**config.mk**
```make
export PLATFORM = sky130hd
export DESIGN_NAME = measurement_balance_pause_ctrl
export DESIGN_NICKNAME = d
export VERILOG_FILES = /design/src/verilog/measurement_balance_pause_ctrl.v /design/src/verilog/pause_step_tick.v /design/src/verilog/pause_timer.v
export VERILOG_INCLUDE_DIRS = /design/src /design/src/shared
export SDC_FILE = /design/constraint.sdc
export NUM_CORES = 1
export LEC_CHECK = 0
export BUFFER_PORTS_ARGS = -buffer_cell sky130_fd_sc_hd__buf_4
export CORE_MARGIN = 5
export CORE_UTILIZATION = 30
export DETAILED_ROUTE_END_ITERATION = 7
export GPL_TIMING_DRIVEN = 0
export PLACE_DENSITY = 0.6
export SLEW_MARGIN = 10
export SYNTH_ARGS = -nofsm -noshare
export SYNTH_HDL_FRONTEND = slang
export SYNTH_HIERARCHICAL = 1
export SYNTH_SLANG_ARGS = --single-unit
```
**constraint.sdc**
```tcl
create_clock -name clock -period 4.1 [get_ports clock]
set_input_delay 1.025 -clock clock [delete_from_list [all_inputs] [get_ports clock]]
set_output_delay 1.025 -clock clock [all_outputs]
set_load 0.02 [all_outputs]
```
**src/shared/meas_ctrl_regs.vh**
```
// register map and timing constants of the measurement balance pause control
`ifndef MEAS_CTRL_REGS_VH
`define MEAS_CTRL_REGS_VH
`define ADDR_MEAS_CFG 16'h1800
`define ADDR_APP_CMD 16'h1801
`define CFG_LEN_HI 15
`define CFG_LEN_LO 2
`define CFG_AUTO_BIT 1
`define CFG_ACQ_BIT 0
`define CMD_PAUSE_BIT 15
`define CMD_OL_HI 14
`define CMD_OL_LO 10
`define CMD_CAP_HI 9
`define CMD_CAP_LO 0
`define CMD_VC_BIT 0
`define CMD_AUX_HI_HI 9
`define CMD_AUX_HI_LO 6
`define LEN_RESET 14'h0000
`define OL_RESET 5'h1F
`define PAUSE_STEP_NS 10000
`define CLOCK_PERIOD_NS 5
`define STEP_CYCLES (`PAUSE_STEP_NS / `CLOCK_PERIOD_NS)
`endif

```
**src/verilog/measurement_balance_pause_ctrl.v**
```verilog
// measurement acquisition and balancing pause control registers
// Operation
// (RULE1) pause length field bits 15:2, duration is value times 10 us
// (RULE2) new pause length affects only later pauses, not a running one
// (RULE3) length zero means no pause and is reset; 3FFFh gives 163830 us
// (RULE4) auto-pause enable bit 1 delays cyclic-mode measurement start
// (RULE5) acquisition enable bit 0; writing zero clears all results and ready flags
// (RULE6) acquisition enable cleared automatically on entering sleep
// (RULE7) cyclic measurements run regardless of acquisition enable
// (RULE8) enabling acquisition never pauses balancing by itself
// (RULE9) pause bit 15 suspends balancing during the capture cycle it starts
// (RULE10) pause from unpaused balancing delays capture until pause timer ends
// (RULE11) pause request without any capture bit is ignored
// (RULE12) open-load channel select bits 14:10, read/write, resets to 1Fh
// (RULE13) command register 1801h capture bits 9..0, write-only, reset zero
// (RULE14) writing one to a capture bit captures that group, zero nothing
// (RULE15) open-load field written only together with cell voltage capture
// (RULE16) aux 4..7 captures with pause still force a balancing pause
// (RULE17) write-only command bits are one-cycle pulses and read zero; pause bit 15 holds balance_pause_request until the sequencer is idle again
`timescale 1ns/10ps
`include "meas_ctrl_regs.vh"
module measurement_balance_pause_ctrl #(
  parameter LEN_W = 14,
  parameter CAP_W = 10,
  parameter STEP_CYCLES = `STEP_CYCLES
) (
  input wire clock,
  input wire nrst,
  input wire [15:0] reg_addr,
  input wire [15:0] reg_wdata,
  input wire reg_wr,
  input wire reg_rd,
  output reg [15:0] reg_rdata,
  input wire sleep_entry,
  input wire cyclic_entry,
  input wire cyclic_request,
  input wire balance_paused,
  output reg acquisition_enable,
  output reg cyclic_auto_pause_enable,
  output reg [LEN_W-1:0] balance_pause_length,
  output reg [4:0] open_load_channel_select,
  output reg results_clear,
  output reg balance_pause_request,
  output reg [CAP_W-1:0] capture_start,
  output reg cyclic_measure_start
);
  // ----------------------------------------------------------------
  // reset synchroniser and pin input synchronisers
  // ----------------------------------------------------------------
  reg [1:0] rst_sync_q;
  reg [2:0] in_meta_q;
  reg [2:0] in_sync_q;
  reg sleep_prev_q;
  wire rst_n;
  wire sleep_s;
  wire cyc_entry_s;
  wire cyc_req_s;

  assign rst_n = rst_sync_q[1];
  assign sleep_s = in_sync_q[0];
  assign cyc_entry_s = in_sync_q[1];
  assign cyc_req_s = in_sync_q[2];

  // release reset through two flip-flops
  always @(posedge clock or negedge nrst) begin
    if (!nrst) begin
      rst_sync_q <= 2'b00;
    end else begin
      rst_sync_q <= {rst_sync_q[0], 1'b1};
    end
  end

  // two-stage sync of external mode strobes
  always @(posedge clock or negedge rst_n) begin
    if (!rst_n) begin
      in_meta_q <= 3'b000;
      in_sync_q <= 3'b000;
      sleep_prev_q <= 1'b0;
    end else begin
      in_meta_q <= {cyclic_request, cyclic_entry, sleep_entry};
      in_sync_q <= in_meta_q;
      sleep_prev_q <= sleep_s;
    end
  end

  // ----------------------------------------------------------------
  // register decode
  // ----------------------------------------------------------------
  wire wr_cfg;
  wire wr_cmd;
  wire [CAP_W-1:0] cap_bits;
  wire pause_bit;
  wire any_cap;
  wire sleep_rise;

  assign wr_cfg = reg_wr && (reg_addr == `ADDR_MEAS_CFG);
  assign wr_cmd = reg_wr && (reg_addr == `ADDR_APP_CMD);
  assign cap_bits = reg_wdata[`CMD_CAP_HI:`CMD_CAP_LO]; // RULE13
  assign pause_bit = reg_wdata[`CMD_PAUSE_BIT];
  assign any_cap = |cap_bits;
  assign sleep_rise = sleep_s && !sleep_prev_q;

  // configuration register and open-load selector
  always @(posedge clock or negedge rst_n) begin
    if (!rst_n) begin
      balance_pause_length <= `LEN_RESET; // RULE3
      cyclic_auto_pause_enable <= 1'b0; // RULE4
      acquisition_enable <= 1'b0; // RULE5
      open_load_channel_select <= `OL_RESET; // RULE12
      results_clear <= 1'b0;
    end else begin
      results_clear <= 1'b0;
      if (wr_cfg) begin
        balance_pause_length <= reg_wdata[`CFG_LEN_HI:`CFG_LEN_LO]; // RULE1
        cyclic_auto_pause_enable <= reg_wdata[`CFG_AUTO_BIT];
        acquisition_enable <= reg_wdata[`CFG_ACQ_BIT];
        results_clear <= !reg_wdata[`CFG_ACQ_BIT]; // RULE5
      end
      if (sleep_rise) begin
        acquisition_enable <= 1'b0; // RULE6
        results_clear <= 1'b1;
      end
      if (wr_cmd && reg_wdata[`CMD_VC_BIT]) begin
        open_load_channel_select <= reg_wdata[`CMD_OL_HI:`CMD_OL_LO]; // RULE15
      end
    end
  end

  // read mux; write-only command bits read as zero
  always @(posedge clock or negedge rst_n) begin
    if (!rst_n) begin
      reg_rdata <= 16'h0000;
    end else if (reg_rd && reg_addr == `ADDR_MEAS_CFG) begin
      reg_rdata <= {balance_pause_length, cyclic_auto_pause_enable, acquisition_enable};
    end else if (reg_rd && reg_addr == `ADDR_APP_CMD) begin
      reg_rdata <= {1'b0, open_load_channel_select, 10'h000}; // RULE17
    end else begin
      reg_rdata <= 16'h0000;
    end
  end

  // ----------------------------------------------------------------
  // capture sequencer with pause handling
  // ----------------------------------------------------------------
  localparam ST_IDLE = 2'b00;
  localparam ST_WAIT = 2'b01;
  localparam ST_RUN = 2'b10;

  reg [1:0] state_q;
  reg [CAP_W-1:0] pend_q;
  reg pend_cyclic_q;
  reg timer_start;
  wire timer_busy;
  wire timer_done;

  pause_timer #(.LEN_W(LEN_W), .STEP_CYCLES(STEP_CYCLES)) u_pause (
    .clock(clock),
    .rst_n(rst_n),
    .start(timer_start),
    .length(balance_pause_length), // RULE2
    .busy(timer_busy),
    .done(timer_done)
  );

  // pause requested only with a capture bit, aux 4..7 included
  wire cmd_pause;
  assign cmd_pause = wr_cmd && pause_bit && any_cap; // RULE11 RULE16 RULE9

  always @* begin
    timer_start = 1'b0;
    if (state_q == ST_IDLE) begin
      if (cmd_pause && !balance_paused) begin
        timer_start = 1'b1; // RULE10
      end else if (cyc_entry_s && cyclic_auto_pause_enable) begin
        timer_start = 1'b1; // RULE4
      end
    end
  end

  // sequencer: commands pulse once, cyclic run independent of enable
  always @(posedge clock or negedge rst_n) begin
    if (!rst_n) begin
      state_q <= ST_IDLE;
      pend_q <= {CAP_W{1'b0}};
      pend_cyclic_q <= 1'b0;
      capture_start <= {CAP_W{1'b0}};
      cyclic_measure_start <= 1'b0;
      balance_pause_request <= 1'b0;
    end else begin
      capture_start <= {CAP_W{1'b0}}; // RULE17
      cyclic_measure_start <= 1'b0;
      case (state_q)
        ST_IDLE: begin
          balance_pause_request <= 1'b0; // RULE8
          if (timer_start) begin
            pend_q <= cmd_pause ? cap_bits : {CAP_W{1'b0}};
            pend_cyclic_q <= !cmd_pause;
            balance_pause_request <= cmd_pause; // RULE9
            state_q <= ST_WAIT;
          end else if (wr_cmd && any_cap) begin
            capture_start <= cap_bits; // RULE14
            balance_pause_request <= pause_bit;
            state_q <= pause_bit ? ST_RUN : ST_IDLE;
          end else if (cyc_req_s) begin
            cyclic_measure_start <= 1'b1; // RULE7
          end
        end
        ST_WAIT: begin
          if (timer_done) begin
            capture_start <= pend_q; // RULE10
            cyclic_measure_start <= pend_cyclic_q; // RULE4
            state_q <= (pend_q != {CAP_W{1'b0}}) ? ST_RUN : ST_IDLE;
          end
        end
        ST_RUN: begin
          // one cycle hold standing for the capture cycle
          state_q <= ST_IDLE;
        end
        default: begin
          state_q <= ST_IDLE;
        end
      endcase
    end
  end
endmodule // measurement_balance_pause_ctrl

```
**src/verilog/pause_step_tick.v**
```verilog
// free running tick generator, one pulse per pause step
`timescale 1ns/10ps
`include "meas_ctrl_regs.vh"
module pause_step_tick #(
  parameter STEP_CYCLES = `STEP_CYCLES
) (
  input wire clock,
  input wire rst_n,
  input wire restart,
  output reg tick
);
  reg [15:0] cnt_q;

  // count down one step, restart aligns step to pause start
  always @(posedge clock or negedge rst_n) begin
    if (!rst_n) begin
      cnt_q <= 16'h0000;
      tick <= 1'b0;
    end else if (restart) begin
      cnt_q <= STEP_CYCLES[15:0] - 16'h0001;
      tick <= 1'b0;
    end else if (cnt_q == 16'h0000) begin
      cnt_q <= STEP_CYCLES[15:0] - 16'h0001;
      tick <= 1'b1;
    end else begin
      cnt_q <= cnt_q - 16'h0001;
      tick <= 1'b0;
    end
  end
endmodule // pause_step_tick

```
**src/verilog/pause_timer.v**
```verilog
// balancing pause timer counting whole pause steps
`timescale 1ns/10ps
`include "meas_ctrl_regs.vh"
module pause_timer #(
  parameter LEN_W = 14,
  parameter STEP_CYCLES = `STEP_CYCLES
) (
  input wire clock,
  input wire rst_n,
  input wire start,
  input wire [LEN_W-1:0] length,
  output reg busy,
  output reg done
);
  reg [LEN_W-1:0] left_q;
  wire tick;

  pause_step_tick #(.STEP_CYCLES(STEP_CYCLES)) u_tick (
    .clock(clock),
    .rst_n(rst_n),
    .restart(start),
    .tick(tick)
  );

  // length is latched at start so later writes do not alter a running pause
  always @(posedge clock or negedge rst_n) begin
    if (!rst_n) begin
      left_q <= {LEN_W{1'b0}};
      busy <= 1'b0;
      done <= 1'b0;
    end else begin
      done <= 1'b0;
      if (start && !busy) begin
        if (length == {LEN_W{1'b0}}) begin
          done <= 1'b1; // zero length means no pause
        end else begin
          left_q <= length;
          busy <= 1'b1;
        end
      end else if (busy && tick) begin
        if (left_q == {{(LEN_W-1){1'b0}}, 1'b1}) begin
          busy <= 1'b0;
          done <= 1'b1;
        end
        left_q <= left_q - {{(LEN_W-1){1'b0}}, 1'b1};
      end
    end
  end
endmodule // pause_timer

```
==> results of run 1 <==
cell usage after synthesis (6+ instances only):
master	count
dfrtp_1	100
o22ai_1	6
a21oi_1	11
nand4_1	6
clkbuf_1	11
a31o_2	6
and2_1	14
mux2_4	9
a22o_1	8
nor4_1	6
mux2_2	11
nor3_1	8
o21ai_0	15
a41o_1	7
nor2b_1	12
nand3_1	14
nor2_1	24
inv_1	14
mux2i_1	6
nand2_1	27
cell usage in the layout, fill, tap and decap left out, types with 12 or more instances in the layout:
cell,n
dfrtp_1,99
nor2_1,24
o21ai_0,15
and2_1,14
inv_1,14
nand2_1,27
nor2b_1,12
clkbuf_1,12
nand3_1,14
buf_4,88
worst reg2reg max path: stages, from the launching register on:
cell	delay [ns]
dfrtp_1	0.45
nor2_1	0.19
clkbuf_1	0.43
a21boi_1	0.68
nand2b_1	0.29
a41o_1	0.38
nand2_1	0.27
mux2_1	0.35
flip-flops by register name (all words and copies together), names as in the netlist:
| name | flops |
|---|---|
| u_pause/left_q | 14 |
| cyclic_measure_start | 1 |
| results_clear | 1 |
| in_sync_q | 3 |
| cyclic_auto_pause_enable | 1 |
| balance_pause_length | 14 |
| balance_pause_request | 1 |
| u_pause/busy | 1 |
| u_pause/u_tick/cnt_q | 16 |
| state_q | 2 |
| u_pause/done | 1 |
| open_load_channel_select | 5 |
| u_pause/u_tick/tick | 1 |
| pend_q | 10 |
| in_meta_q | 3 |
| capture_start | 10 |
| sleep_prev_q | 1 |
| pend_cyclic_q | 1 |
| rst_sync_q | 2 |
| acquisition_enable | 1 |
| reg_rdata | 16 |
final timing paths:
path,slack [ns],start,to
worst max-delay path,0.32,reg_addr[13],u_pause/left_q[1]$_DFFE_PN0P_
worst min-delay path,0.33,rst_sync_q[1]$_DFF_PN0_,in_sync_q[0]$_DFF_PN0_
worst max register to register,0.95,state_q[0]$_DFFE_PN0P_,u_pause/left_q[1]$_DFFE_PN0P_
worst min register to register,0.33,rst_sync_q[1]$_DFF_PN0_,in_sync_q[0]$_DFF_PN0_
max in group asynchronous,3.04,rst_sync_q[1]$_DFF_PN0_,open_load_channel_select[4]$_DFFE_PN1P_
min in group clock,0.35,rst_sync_q[0]$_DFF_PN0_,rst_sync_q[1]$_DFF_PN0_
through the flow:
stage | hold slack, ns | TNS, ns | std cells
final | 0.3347 | 0 | 741
after global routing | 0.3656 | 0 | 741
after CTS | 0.3565 | 0 | 741
after detailed placement | 0.3373 | -2.555 | 725
after global placement | 0.3339 | -16.71 | 724
after floorplan | 0.3312 | 0 | 420
routing by layer:
layer / wire length, um / vias up / global-route usage (%)
li1: - / 1761 / -
met1: 5640 / 1899 / 18.80
met2: 6178 / 133 / 22.42
met3: 786 / 17 / 3.178
met4: 210 / 0 / 3.952
met5: 0 / - / 0
power breakdown:
group	switching, mW	total, mW	internal [mW]
Clock	0.375	0.884	0.509
Sequential	0.0389	1.10	1.06
Combinational	0.0576	0.109	0.0514
final cells by class:
class	count	area, um2	share of cell area, %
Sequential cell	105	2638	42.72
Multi-Input combinational cell	286	2135	34.58
Timing Repair Buffer	89	688.2	11.15
Tap cell	216	270.3	4.378
Clock buffer	12	256.5	4.155
Buffer	15	82.58	1.338
Inverter	14	52.55	0.8512
Clock inverter	4	51.30	0.8310
logic make-up (layout without fill, tap and decap cells):
logic type      Yosys count  after routing  share of synthesized area, %
fa+ha+maj                 3              3                        0.7656
flops                   105            105                         53.71
buf+inv                  29            134                         2.756
xor+xnor                  8              8                         1.429
other cells               1              1                       0.07648
compound gates           94             94                         14.55
simple gates            153            153                         19.98
mux                      27             27                         6.736
==> results_dict.tcl, run 1 <==
set metrics [dict create \
    rsz0062_at_grt "no" \
    grt_pass1_wl_mm 20.67 \
    design_area_um2 6173 \
    post_cts_buffers 0 \
    syn_area_um2 4903 \
    worstSetupPathType "input pin to register" \
    hold_buffers 0 \
    setup_violations 0 \
    fill_cells 1567 \
    overflow 0 \
    outcome "finished clean" \
    wl_per_cell_um 17.30 \
    grt_util_all_layers_pct 13.92 \
    drt-total-wl_mm 12.82 \
    slowest_stage "a21boi_1" \
    drt_iter0_markers 257 \
    cts_resized 0 \
    r2r_cells 7 \
    worstSetupEndpointType "register" \
    ys_seq_area_share_pct 53.71 \
    diodes 0 \
    path_delay_family "simple AND/OR/NAND/NOR gates" \
    syn-instance-count 420 \
    layout-drive-gt1-share_pct 31.81 \
    synth_fp_nets 463 \
    antenna_found_initial 0 \
    slew_headroom_pct 39.66 \
    path_depth 9 \
    coreArea_um2 15940 \
    syn-mean-instance-area_um2 11.67 \
    io_pins 90 \
    dp_hpwl_mm 9.670 \
    synth_edf_count 0 \
    start_kind "input pin" \
    root_buffer "clkbuf_16" \
    vias_per_cell 5.142 \
    cts.clk_slew.worst_paths_ns 0.07 \
    async_flop_share_pct 100.0 \
    power_density_nw_per_um2 338.9 \
    arrival_ns 4.00 \
    maxCapViolCount 0 \
    final-hold-violation-count 0 \
    tightest_slew_ns 0.8929 \
    path_cells "buf_4, nor3b_1, and4_2, nand4_2, a21boi_1, nand2b_1, a41o_1, nand2_1, mux2_1" \
    synth_area_leader_cell "dfrtp_1" \
    slowest_delay_ns 0.68 \
    vias 3810 \
    dpl_cell_area_um2 5866 \
    ys_warn_count 6 \
    synth_top_area_share_pct 51.03 \
    finalClockSkew_ns 0.008848 \
    htreeDepth 3 \
    cts_tree "done" \
    hold_path.class "register to async pin" \
    die_h_um 137.8 \
    vdd_drop_max_mv 0.1956 \
    clockBufferDepth 2 \
    rows 46 \
    grt_pass1_vias 3864 \
    p_leak_nw 2.819 \
    clock_latency_ns 0.34 \
    required_ns 4.32 \
    grt_max_degree 62 \
    max_clock_freq_mhz 264.5 \
    gp_congestion 0.8954 \
    finalPower_mw 2.092 \
    period_needed_ns 3.781 \
    start_util_pct 30.76 \
    fin_crit_sh_pct 92.22 \
    path_buf_inv 1 \
    ant_nets 0 \
    ys.flop_type "dfrtp_1" \
    dp_slack_ns -0.3039 \
    numCtsBuffers 9 \
    die_width_um 137.8 \
    dieArea_um2 19000 \
    post-route-drc-count 0 \
    ys_seq_elements 105 \
    cts_num_sinks 105 \
    nets 563 \
    synth.area.top_cells "dfrtp_1, mux2_4, dfstp_2" \
    fin_util_pct 38.72 \
    cp_max_fo 8 \
    netlist-cell-type-count 78 \
    port_buffers 88 \
    area_growth_pct 25.90 \
    firstDrtPassIters 5 \
    drv_slew 0 \
    worst_slack_ns 0.3189 \
]
(Power assumes the default switching activity.)
==> run 2: changes to the inputs <==
- CELL_PAD_IN_SITES_DETAIL_PLACEMENT: default -> 1
- CELL_PAD_IN_SITES_GLOBAL_PLACEMENT: default -> 1
- PLACE_DENSITY: 0.6 -> 0.7
==> run 2 against run 1 <==
Setup slack got worse by 0.054 ns. Global-route usage rose by 2.0 points. Register-to-register slack worse by 0.06 ns. Combinational power about the same. Largest cell class unchanged.
==> results_dict.tcl, run 2 (synthesis results as in run 1) <==
set metrics [dict create \
    grt_util_all_layers_pct 15.96 \
    diodes 0 \
    coreArea_um2 15940 \
    dp.cells 725 \
    dpl_cell_area_um2 5866 \
    antenna_found_initial 0 \
    power_density_nw_per_um2 339.1 \
    rows 46 \
    gp_congestion 0.8376 \
    final_cells 741 \
    dp_hpwl_mm 10.76 \
    tightest_slew_ns 0.9283 \
    hold_path.class "register to register" \
    die_h_um 137.8 \
    htreeDepth 3 \
    design_area_um2 6162 \
    io_pins 90 \
    period_needed_ns 3.835 \
    root_buffer "clkbuf_16" \
    drv_slew 0 \
    setup_violations 0 \
    layout-drive-gt1-share_pct 31.81 \
    grt_pass1_vias 4253 \
    reg.largest.list "reg_rdata (16), u_pause/u_tick/cnt_q (16)" \
    path_cells "buf_4, nor3b_1, and4_2, nand4_2, a21boi_1, nand2b_1, a41o_1, nand2_1, mux2_1" \
    vias 3856 \
    grt_max_degree 61 \
    firstDrtPassIters 4 \
    nets 563 \
    drt_iter0_markers 236 \
    p_leak_nw 2.820 \
    ant_nets 0 \
    clockBufferDepth 2 \
    drt-total-wl_mm 14.56 \
    vdd_drop_max_mv 0.2588 \
    slowest_delay_ns 0.68 \
    cp_max_fo 8 \
    fin_crit_sh_pct 93.53 \
    cts.clk_slew.worst_paths_ns 0.07 \
    fill_cells 1792 \
    post_cts_buffers 0 \
    hold_buffers 0 \
    numCtsBuffers 9 \
    fin_util_pct 38.65 \
    outcome "finished clean" \
    final-hold-violation-count 0 \
    clock_latency_ns 0.35 \
    port_buffers 88 \
    finalPower_mw 2.090 \
    max_clock_freq_mhz 260.8 \
    required_ns 4.34 \
    worstSetupEndpointType "register" \
    slowest_stage "a21boi_1" \
    dieArea_um2 19000 \
    area_growth_pct 25.67 \
    start_util_pct 30.76 \
    grt_pass1_wl_mm 23.31 \
    cts_tree "done" \
    maxCapViolCount 0 \
    rsz0062_at_grt "no" \
    die_width_um 137.8 \
    vias_per_cell 5.204 \
    mostFrequentLayoutCell "dfrtp_1" \
    post-route-drc-count 0 \
    cts_num_sinks 105 \
    slew_headroom_pct 37.27 \
    arrival_ns 4.07 \
    worstSetupPathType "input pin to register" \
    start_kind "input pin" \
    overflow 0 \
    wl_per_cell_um 19.65 \
    finalClockSkew_ns 0.009325 \
    layout_common_cells "dfrtp_1, buf_4, nand2_1, nor2_1, o21ai_0" \
]
[run 2: where the power goes]
| group | internal (mW) | switching, mW | leakage (nW) |
|---|---|---|---|
| Combinational | 0.0515 | 0.0561 | 1.34 |
| Sequential | 1.06 | 0.0436 | 1.33 |
| Clock | 0.490 | 0.388 | 0.150 |
| Total | 1.60 | 0.488 | 2.82 |
[run 2: per-stage QoR]
step	TNS [ns]	setup WS, ns	hold slack (ns)
after global placement	-24.65	-0.2399	0.3369
after detailed placement	-4.754	-0.4418	0.3387
final	0	0.2652	0.3514
after CTS	0	0.2736	0.3544
after floorplan	0	0.7023	0.3312
after global routing	0	0.07047	0.3688
[run 2: worst paths after layout]
| path | start | endpoint | slack, ns | cells after the start |
|---|---|---|---|---|
| max | reg_addr[13] | u_pause/left_q[1]$_DFFE_PN0P_ | 0.27 | 9 |
| min | in_meta_q[2]$_DFF_PN0_ | in_sync_q[2]$_DFF_PN0_ | 0.35 | 0 |
| max reg2reg | state_q[0]$_DFFE_PN0P_ | u_pause/left_q[1]$_DFFE_PN0P_ | 0.89 | 7 |
| min reg2reg | in_meta_q[2]$_DFF_PN0_ | in_sync_q[2]$_DFF_PN0_ | 0.35 | 0 |
| max in group asynchronous | rst_sync_q[1]$_DFF_PN0_ | balance_pause_length[2]$_DFFE_PN0P_ | 2.95 | 1 |
| min in group asynchronous | nrst | rst_sync_q[1]$_DFF_PN0_ | 0.44 | 1 |
[run 2: area by class of cell]
type / instances / area (um2) / area share, %
plain buffers: 15 / 82.58 / 1.340
clock buffers: 11 / 242.7 / 3.939
clock inverters: 5 / 53.80 / 0.8731
inverters: 14 / 52.55 / 0.8528
multi-input cells: 286 / 2135 / 34.64
flip-flops and latches: 105 / 2638 / 42.80
well taps: 216 / 270.3 / 4.386
repair buffers: 89 / 688.2 / 11.17
[run 2: critical path: cells and delay by family]
family / cells / cell delay [ns]
mux: 1 / 0.35
buf+inv: 1 / 0.11
compound gates: 2 / 1.09
simple gates: 5 / 1.48
[run 2: what timing repair did]
action,4_1_cts,5_1_grt
endpoints found under the hold margin,0,0
endpoints found under the setup margin,2,0
gates resized for setup,1,0
[run 2: per-layer routing]
layer / vias to the layer above / wire length, um / track usage [%]
met2: 114 / 7454 / 27.87
met3: 17 / 723 / 3.689
met4: 0 / 256 / 4.610
met1: 1960 / 6126 / 19.67
met5: - / 0 / 0
li1: 1765 / - / -
